**config.mk**
```make
export PLATFORM = sky130hd
export DESIGN_NAME = ocl_regs
export DESIGN_NICKNAME = d
export VERILOG_FILES = /design/src/shared/ocl_pkg.sv /design/src/rtl/ocl_regs.sv
export SDC_FILE = /design/constraint.sdc
export NUM_CORES = 1
export LEC_CHECK = 0
export BUFFER_PORTS_ARGS = -buffer_cell sky130_fd_sc_hd__buf_2
export CAP_MARGIN = 20
export CORE_ASPECT_RATIO = 0.7
export CORE_MARGIN = 2
export CORE_UTILIZATION = 35
export DETAILED_ROUTE_END_ITERATION = 16
export PLACE_DENSITY = 0.56
export SYNTH_ARGS = -nofsm -noshare
export SYNTH_HDL_FRONTEND = slang
export SYNTH_SLANG_ARGS = --single-unit
```
**constraint.sdc**
```tcl
create_clock -name aclk -period 6.25 [get_ports aclk]
set_input_delay 0.9375 -clock aclk [delete_from_list [all_inputs] [get_ports aclk]]
set_output_delay 0.9375 -clock aclk [all_outputs]
set_load 0.05 [all_outputs]
```
**src/shared/ocl_pkg.sv**
```systemverilog
// Constants for the overcurrent limit register bank.
package ocl_pkg;
  // ----------------------------------------------------------------
  // Register indices; byte address is four times the index
  // ----------------------------------------------------------------
  localparam logic [9:0] IDX_UPPER = 10'h0c8;
  localparam logic [9:0] IDX_LOWER = 10'h0c9;
  localparam logic [9:0] IDX_SPARE = 10'h0ca;
  localparam logic [9:0] IDX_CFG = 10'h0d0;
  localparam logic [9:0] IDX_STATUS = 10'h0d1;
  localparam logic [9:0] IDX_MASK = 10'h0d2;
  localparam logic [9:0] IDX_LIVE = 10'h0d3;
  // ----------------------------------------------------------------
  // Reset values
  // ----------------------------------------------------------------
  localparam logic [15:0] UPPER_RST = 16'h7fff;
  localparam logic [15:0] LOWER_RST = 16'h8000;
  localparam logic [15:0] SPARE_RST = 16'h5555;
  localparam logic [15:0] CFG_RST = 16'h0000;
  localparam logic [1:0] MASK_RST = 2'h0;
  // ----------------------------------------------------------------
  // Field positions and disable codes
  // ----------------------------------------------------------------
  localparam int CFG_EN_BIT = 15;
  localparam int CFG_POL_BIT = 14;
  localparam int CFG_NUM_LSB = 8;
  localparam int CFG_NUM_W = 5;
  localparam logic [15:0] CFG_WMASK = 16'hdf00;
  localparam int EVT_ABOVE = 0;
  localparam int EVT_BELOW = 1;
  localparam logic [15:0] UPPER_OFF = 16'h7fff;
  localparam logic [15:0] LOWER_OFF = 16'h8000;
  localparam int FAST_OSR = 64;
  localparam int CNT_W = 8;
  localparam logic [CNT_W-1:0] CNT_MAX = 8'hff;
  // ----------------------------------------------------------------
  // Bus responses
  // ----------------------------------------------------------------
  localparam logic [1:0] RESP_OKAY = 2'h0;
  localparam logic [1:0] RESP_SLVERR = 2'h2;

  typedef enum logic [1:0] {
    OCL_BUS_IDLE = 2'b00,
    OCL_BUS_HALF = 2'b01,
    OCL_BUS_FULL = 2'b10
  } ocl_bus_t;

  // Consecutive conversions needed before an event trips.
  function automatic logic [CNT_W-1:0] ocl_need(input logic [CFG_NUM_W-1:0] sel);
    logic [CNT_W-1:0] n;
    n = 8'h01;
    if (sel < 5'h0a) begin
      n = {3'h0, sel} + 8'h01;
    end else if (sel < 5'h13) begin
      n = {2'h0, sel, 1'b0} - 8'h08;
    end else begin
      n = {sel, 3'h0} - 8'h78;
    end
    return n;
  endfunction : ocl_need
endpackage : ocl_pkg
```
**src/rtl/ocl_regs.sv**
```systemverilog
// Overcurrent limit registers, comparator and AXI4-Lite slave.
// Operation
// Upper limit register C8h, reset 7FFFh
// Above event when result exceeds upper limit
// Upper limit 7FFFh disables above check
// Limits and result compared as signed
// Lower limit register C9h, reset 8000h
// Below event when result under lower limit
// Lower limit 8000h disables below check
// Spare register CAh, reset 5555h
// Comparator runs only when enabled, channel on
// Trip after N consecutive exceedances, restart otherwise
// Fault output active on either event, polarity
// Spare bits are plain storage only
// New limits apply to next compared result
`timescale 1ns/1ps
`default_nettype none
module ocl_regs
  import ocl_pkg::*;
(
  input wire logic aclk,
  input wire logic aresetn,
  input wire logic clk_en,
  input wire logic [11:0] s_axi_awaddr,
  input wire logic s_axi_awvalid,
  output logic s_axi_awready,
  input wire logic [31:0] s_axi_wdata,
  input wire logic [3:0] s_axi_wstrb,
  input wire logic s_axi_wvalid,
  output logic s_axi_wready,
  output logic [1:0] s_axi_bresp,
  output logic s_axi_bvalid,
  input wire logic s_axi_bready,
  input wire logic [11:0] s_axi_araddr,
  input wire logic s_axi_arvalid,
  output logic s_axi_arready,
  output logic [31:0] s_axi_rdata,
  output logic [1:0] s_axi_rresp,
  output logic s_axi_rvalid,
  input wire logic s_axi_rready,
  input wire logic second_current_channel,
  input wire logic [15:0] fast_result,
  input wire logic fast_result_valid,
  output logic filter_run,
  output logic above_limit_event,
  output logic below_limit_event,
  output logic overcurrent_fault_output,
  output logic irq
);
  // ----------------------------------------------------------------
  // Functions
  // ----------------------------------------------------------------
  function automatic logic [15:0] merge(input logic [15:0] old, input logic [31:0] d, input logic [3:0] s);
    logic [15:0] r;
    r = old;
    if (s[0]) begin
      r[7:0] = d[7:0];
    end
    if (s[1]) begin
      r[15:8] = d[15:8];
    end
    return r;
  endfunction : merge

  function automatic logic [CNT_W-1:0] bump(input logic [CNT_W-1:0] c);
    return (c == CNT_MAX) ? c : c + 8'h01;
  endfunction : bump

  // ----------------------------------------------------------------
  // Registers
  // ----------------------------------------------------------------
  logic [15:0] upper_r;
  logic [15:0] lower_r;
  logic [15:0] spare_r;
  logic [15:0] cfg_r;
  logic [1:0] status_r;
  logic [1:0] mask_r;
  logic [CNT_W-1:0] hi_cnt_r;
  logic [CNT_W-1:0] lo_cnt_r;
  logic above_r;
  logic below_r;
  logic fault_r;
  logic irq_r;
  logic run_r;
  logic aw_hold_r;
  logic w_hold_r;
  logic [9:0] waddr_r;
  logic [31:0] wdata_r;
  logic [3:0] wstrb_r;
  logic awready_r;
  logic wready_r;
  logic bvalid_r;
  logic [1:0] bresp_r;
  logic arready_r;
  logic rvalid_r;
  logic [31:0] rdata_r;
  logic [1:0] rresp_r;
  ocl_bus_t wr_state;

  // ----------------------------------------------------------------
  // Write channel decode
  // ----------------------------------------------------------------
  wire aw_take = s_axi_awvalid & awready_r;
  wire w_take = s_axi_wvalid & wready_r;
  wire wr_do = aw_hold_r & w_hold_r & ~bvalid_r;
  wire aw_hold_nxt = (aw_hold_r | aw_take) & ~wr_do;
  wire w_hold_nxt = (w_hold_r | w_take) & ~wr_do;
  wire bvalid_nxt = wr_do | (bvalid_r & ~s_axi_bready);
  wire wr_upper = wr_do & (waddr_r == IDX_UPPER);
  wire wr_lower = wr_do & (waddr_r == IDX_LOWER);
  wire wr_spare = wr_do & (waddr_r == IDX_SPARE);
  wire wr_cfg = wr_do & (waddr_r == IDX_CFG);
  wire wr_mask = wr_do & (waddr_r == IDX_MASK);
  wire wr_ro = wr_do & ((waddr_r == IDX_STATUS) | (waddr_r == IDX_LIVE));
  wire wr_hit = wr_upper | wr_lower | wr_spare | wr_cfg | wr_mask | wr_ro;
  wire [1:0] bresp_nxt = wr_do ? (wr_hit ? RESP_OKAY : RESP_SLVERR) : bresp_r;

  // ----------------------------------------------------------------
  // Read channel decode
  // ----------------------------------------------------------------
  wire ar_take = s_axi_arvalid & arready_r;
  wire rvalid_nxt = ar_take | (rvalid_r & ~s_axi_rready);
  wire [9:0] raddr = s_axi_araddr[11:2];
  wire rd_upper = raddr == IDX_UPPER;
  wire rd_lower = raddr == IDX_LOWER;
  wire rd_spare = raddr == IDX_SPARE;
  wire rd_cfg = raddr == IDX_CFG;
  wire rd_status = raddr == IDX_STATUS;
  wire rd_mask = raddr == IDX_MASK;
  wire rd_live = raddr == IDX_LIVE;
  wire rd_hit = rd_upper | rd_lower | rd_spare | rd_cfg | rd_status | rd_mask | rd_live;
  wire [15:0] rd_word = rd_upper ? upper_r :
                        rd_lower ? lower_r :
                        rd_spare ? spare_r :
                        rd_cfg ? cfg_r :
                        rd_status ? {14'h0000, status_r} :
                        rd_mask ? {14'h0000, mask_r} :
                        rd_live ? {14'h0000, below_r, above_r} : 16'h0000;
  wire stat_clr = ar_take & rd_status;

  // ----------------------------------------------------------------
  // Write data merge
  // ----------------------------------------------------------------
  // Registers are 16 bits wide, so only the two low strobes count and the top half word is dropped.
  wire [15:0] upper_merged = merge(upper_r, wdata_r, wstrb_r);
  wire [15:0] lower_merged = merge(lower_r, wdata_r, wstrb_r);
  wire [15:0] spare_merged = merge(spare_r, wdata_r, wstrb_r);
  wire [15:0] cfg_merged = merge(cfg_r, wdata_r, wstrb_r) & CFG_WMASK;
  wire [15:0] mask_merged = merge({14'h0000, mask_r}, wdata_r, wstrb_r);

  // ----------------------------------------------------------------
  // Comparator
  // ----------------------------------------------------------------
  // Limits feed the compare directly, so a write lands on the next result.
  wire cmp_en = cfg_r[CFG_EN_BIT];
  wire run = cmp_en & second_current_channel;
  wire res_strobe = fast_result_valid & run;
  wire [CNT_W-1:0] need = ocl_need(cfg_r[CFG_NUM_LSB +: CFG_NUM_W]);
  wire above_hit = (upper_r != UPPER_OFF) & ($signed(fast_result) > $signed(upper_r));
  wire below_hit = (lower_r != LOWER_OFF) & ($signed(fast_result) < $signed(lower_r));
  wire [CNT_W-1:0] hi_step = bump(hi_cnt_r);
  wire [CNT_W-1:0] lo_step = bump(lo_cnt_r);
  // No hysteresis: any result back inside the limit restarts the count.
  wire [CNT_W-1:0] hi_cnt_nxt = !run ? '0 : res_strobe ? (above_hit ? hi_step : '0) : hi_cnt_r;
  wire [CNT_W-1:0] lo_cnt_nxt = !run ? '0 : res_strobe ? (below_hit ? lo_step : '0) : lo_cnt_r;
  wire above_nxt = !run ? 1'b0 : res_strobe ? (above_hit & (hi_step >= need)) : above_r;
  wire below_nxt = !run ? 1'b0 : res_strobe ? (below_hit & (lo_step >= need)) : below_r;
  wire pol = cfg_r[CFG_POL_BIT];
  wire fault_nxt = (above_nxt | below_nxt) ? pol : ~pol;
  // A fresh event beats a clear-on-read in the same cycle.
  wire [1:0] evt_rise = {below_nxt & ~below_r, above_nxt & ~above_r};
  wire [1:0] status_nxt = (stat_clr ? 2'b00 : status_r) | evt_rise;
  wire [1:0] mask_nxt = wr_mask ? mask_merged[1:0] : mask_r;

  // ----------------------------------------------------------------
  // Bus slave state
  // ----------------------------------------------------------------
  always_ff @(posedge aclk) begin
    if (!aresetn) begin
      aw_hold_r <= 1'b0;
      w_hold_r <= 1'b0;
      awready_r <= 1'b0;
      wready_r <= 1'b0;
      bvalid_r <= 1'b0;
      bresp_r <= RESP_OKAY;
      waddr_r <= '0;
      wdata_r <= '0;
      wstrb_r <= '0;
      arready_r <= 1'b0;
      rvalid_r <= 1'b0;
      rdata_r <= '0;
      rresp_r <= RESP_OKAY;
      wr_state <= OCL_BUS_IDLE;
    end else if (clk_en) begin
      aw_hold_r <= aw_hold_nxt;
      w_hold_r <= w_hold_nxt;
      awready_r <= ~aw_hold_nxt & ~bvalid_nxt;
      wready_r <= ~w_hold_nxt & ~bvalid_nxt;
      bvalid_r <= bvalid_nxt;
      bresp_r <= bresp_nxt;
      if (aw_take) begin
        waddr_r <= s_axi_awaddr[11:2];
      end
      if (w_take) begin
        wdata_r <= s_axi_wdata;
        wstrb_r <= s_axi_wstrb;
      end
      arready_r <= ~rvalid_nxt;
      rvalid_r <= rvalid_nxt;
      if (ar_take) begin
        rdata_r <= {16'h0000, rd_word};
        rresp_r <= rd_hit ? RESP_OKAY : RESP_SLVERR;
      end
      case ({aw_hold_nxt, w_hold_nxt})
        2'b00: wr_state <= OCL_BUS_IDLE;
        2'b11: wr_state <= OCL_BUS_FULL;
        default: wr_state <= OCL_BUS_HALF;
      endcase
    end
  end

  // ----------------------------------------------------------------
  // Register file
  // ----------------------------------------------------------------
  always_ff @(posedge aclk) begin
    if (!aresetn) begin
      upper_r <= UPPER_RST;
      lower_r <= LOWER_RST;
      spare_r <= SPARE_RST;
      cfg_r <= CFG_RST;
      mask_r <= MASK_RST;
    end else if (clk_en) begin
      if (wr_upper) begin
        upper_r <= upper_merged;
      end
      if (wr_lower) begin
        lower_r <= lower_merged;
      end
      // The spare word is read back only; nothing in the block looks at it.
      if (wr_spare) begin
        spare_r <= spare_merged;
      end
      if (wr_cfg) begin
        cfg_r <= cfg_merged;
      end
      mask_r <= mask_nxt;
    end
  end

  // ----------------------------------------------------------------
  // Comparator state and interrupt
  // ----------------------------------------------------------------
  always_ff @(posedge aclk) begin
    if (!aresetn) begin
      hi_cnt_r <= '0;
      lo_cnt_r <= '0;
      above_r <= 1'b0;
      below_r <= 1'b0;
      fault_r <= 1'b1;
      run_r <= 1'b0;
      status_r <= 2'b00;
      irq_r <= 1'b0;
    end else if (clk_en) begin
      hi_cnt_r <= hi_cnt_nxt;
      lo_cnt_r <= lo_cnt_nxt;
      above_r <= above_nxt;
      below_r <= below_nxt;
      fault_r <= fault_nxt;
      run_r <= run;
      status_r <= status_nxt;
      irq_r <= |(status_nxt & mask_nxt);
    end
  end

  assign s_axi_awready = awready_r;
  assign s_axi_wready = wready_r;
  assign s_axi_bvalid = bvalid_r;
  assign s_axi_bresp = bresp_r;
  assign s_axi_arready = arready_r;
  assign s_axi_rvalid = rvalid_r;
  assign s_axi_rdata = rdata_r;
  assign s_axi_rresp = rresp_r;
  assign filter_run = run_r;
  assign above_limit_event = above_r;
  assign below_limit_event = below_r;
  assign overcurrent_fault_output = fault_r;
  assign irq = irq_r;
endmodule : ocl_regs
`default_nettype wire

```
==> reports/qor.txt <==
total global-route track usage: 19.0%
syn_area_per_cell: 8.33 um2
Synth Register Bits: 133
Post-Synth Adder-Cell Area: 8.99%
Routed WL: 20500 um
post-synth top area share: 36.8%
FILL cells: 2050
VDD IR-drop max: 0.166 mV
most common cell after layout, fill and taps aside: dfxtp_1
Relative slew margins: 32.2%
I/O Pins: 132
worst setup margin: 2.41 ns
via count: 6487
post-CTS sizing: 0
setup bufs post-CTS: 0
Mapped Area: 7230 um2
Worst-Margin Slew: 0.989 ns
Finished Layout Cells: 1227
max-cap violation count: 0
clock skew: 0.0106 ns
Clock transition at path regs: 0.07 ns
Inserted Diodes: 0
most frequent cells in the layout: dfxtp_1 (133), nand2_1 (130), buf_2 (91), nor2_1 (77), a21oi_1 (66)
Placer Congestion: 0.833
core area: 20000 um2
Worst Path Arrival: 4.17 ns
f_max: 0.260 GHz
Routed Antenna Nets: 0
grt ovf: 0
clk sinks: 133
CP Capture Type: register
HP Class: reg -> reg
cell count of the worst hold path: 2
Post-synth EDFFs: 0
Synth area leader: dfxtp_1
sequential share of the synthesized area: 36.8%
Clock Tree Root: clkbuf_16
Clock Latency Late Sink: 0.42 ns
CTS Buf Count: 17
Final Hold Vio Count: 0
FF+latch area: 2660 um2
drt drc: 0
first-pass GRT wire length: 33200 um
full die area: 21900 um2
Synth area leaders: dfxtp_1 (37%), ha_1 (9.0%), mux2i_1 (7.6%), nand2_1 (6.7%), a21oi_1 (4.6%)
Leak: 0.00369 uW
status: completed
Avg Vias per Cell: 5.29
placed cells: 1195
power per cell area: 247 nW/um2
crit-path max FO: 7
pre-CTS setup slack: 2.44 ns
final worst path period share: 61.4%
fin. max-slew vios: 0
chip height: 124 um
DIE WIDTH: 176 um
initial drt markers: 553
Synth-to-Final Area Change: 17.2%
setup total negative slack: 0 ns
type of the worst setup path: reg -> reg
Async SR Flop Fraction: 0%
Post-Synth Simple-Gate Area: 22.1%
vias in the first global route: 6090
layout cells sized above 1: 15.6%
cts hold-fix bufs: 0
initial core utilization: 36.1%
XOR/XNOR Fraction of Synth Area: 1.21%
largest family of logic cells by synthesized area: simple AND/OR/NAND/NOR gates
Finished Cell Area: 8480 um2
H-Tree Depth: 4
# rows: 43
Worst R2R Path Depth: 14
CP startpoint kind: register
Tmin final: 3.84 ns
top_reg_cell synth: dfxtp_1
yosys warns: 0
DP Area: 7850 um2
mux cell area share after synthesis: 8.54%
Synth Area in Compound Gates: 16.0%
Worst EP required: 6.58 ns
Wirelength per Cell: 16.7 um
RSZ-0062 raised after global routing: false
Yosys cell types: 63
# setup viols final: 0
Detailed Routing Iterations Pass 1: 6
initial antenna violation count: 0
Syn Inst Count: 868
Max clock buf depth: 2
I/O Buffers: 91
HPWL Detailed: 15000 um
largest net degree at the start of global routing: 55
Nets: 1082
CTS tree: done
area of the multi-input gates: 4180 um2
-- layout make-up --
cell class,count,area share [%]
Timing Repair Buffer,97,5.90
Multi-Input combinational cell,650,49.3
Clock buffer,17,5.02
Tap cell,270,3.98
Inverter,45,1.99
Clock inverter,15,2.42
Sequential cell,133,31.4
-- registers in the layout, summed over array words and instances (netlist names), 2 cells and up --
| signal | cells |
|---|---|
| cfg_r | 7 |
| hi_cnt_r | 8 |
| lo_cnt_r | 8 |
| lower_r | 16 |
| mask_r | 2 |
| s_axi_rdata | 16 |
| spare_r | 16 |
| status_r | 2 |
| upper_r | 16 |
| waddr_r | 10 |
| wdata_r | 16 |
| wstrb_r | 2 |
-- worst paths after layout --
| check | endpoint | start | slack [ns] |
|---|---|---|---|
| setup / recovery | overcurrent_fault_output | lo_cnt_r[0] | 2.41 |
| hold / removal | filter_run | filter_run | 0.45 |
| setup reg to reg | overcurrent_fault_output | lo_cnt_r[0] | 2.41 |
| hold reg to reg | filter_run | filter_run | 0.45 |
-- power by group --
part / switching (uW) / internal, uW
combinational: 111 / 44.2
sequential: 10.7 / 858
clock: 455 / 616
-- critical path, cell delays in order (launching register included) --
cell and delay [ns]:
dfxtp_1 0.41, ha_1 0.24, nand2_1 0.08, nor2_1 0.21, nand3_1 0.29, nand4_1 0.21, xnor2_1 0.17, ha_1 0.29
a2111oi_0 0.56, nor2b_1 0.21, o21ai_0 0.26, nand4b_1 0.19, mux2i_1 0.10, o311a_1 0.34, a211oi_1 0.19
-- routing by layer --
layer | routed length [um] | GRT usage (%) | vias to the layer above | part of all wire [%]
met4 | 218 | 4.28 | 0 | 1.1
li1 | - | - | 3243 | -
met1 | 10800 | 29.7 | 3031 | 53
met3 | 1230 | 3.79 | 16 | 6.0
met2 | 8220 | 26.5 | 197 | 40
met5 | 0 | 0 | - | 0
-- metrics by stage --
stage	power [uW]	util [%]	hold slack (ns)
floorplan	998	-	0.436
global placement	1040	39.2	0.446
detailed placement	1040	39.2	0.449
CTS	2110	42.4	0.458
global route	2170	42.4	0.479
finish	2100	42.4	0.454
-- kinds of logic after synthesis --
| family | count (synthesis) |
|---|---|
| compound gates | 175 |
| flops | 133 |
| fa+ha+maj | 52 |
| mux | 61 |
| other cells | 1 |
| buf+inv | 102 |
| xor+xnor | 10 |
| simple gates | 334 |
-- cells in the mapped netlist, types with 9 or more instances --
cell type / number
nor2_1: 78
a21oi_1: 66
nand4_1: 27
o21ai_0: 24
dfxtp_1: 133
a22oi_1: 21
clkbuf_1: 31
xnor2_1: 9
nor3_1: 9
nand2_1: 130
mux2i_1: 55
a211oi_1: 14
buf_4: 18
nand3_1: 37
ha_1: 52
inv_1: 44
a31oi_1: 10
Power figures use the tool's default switching activity.
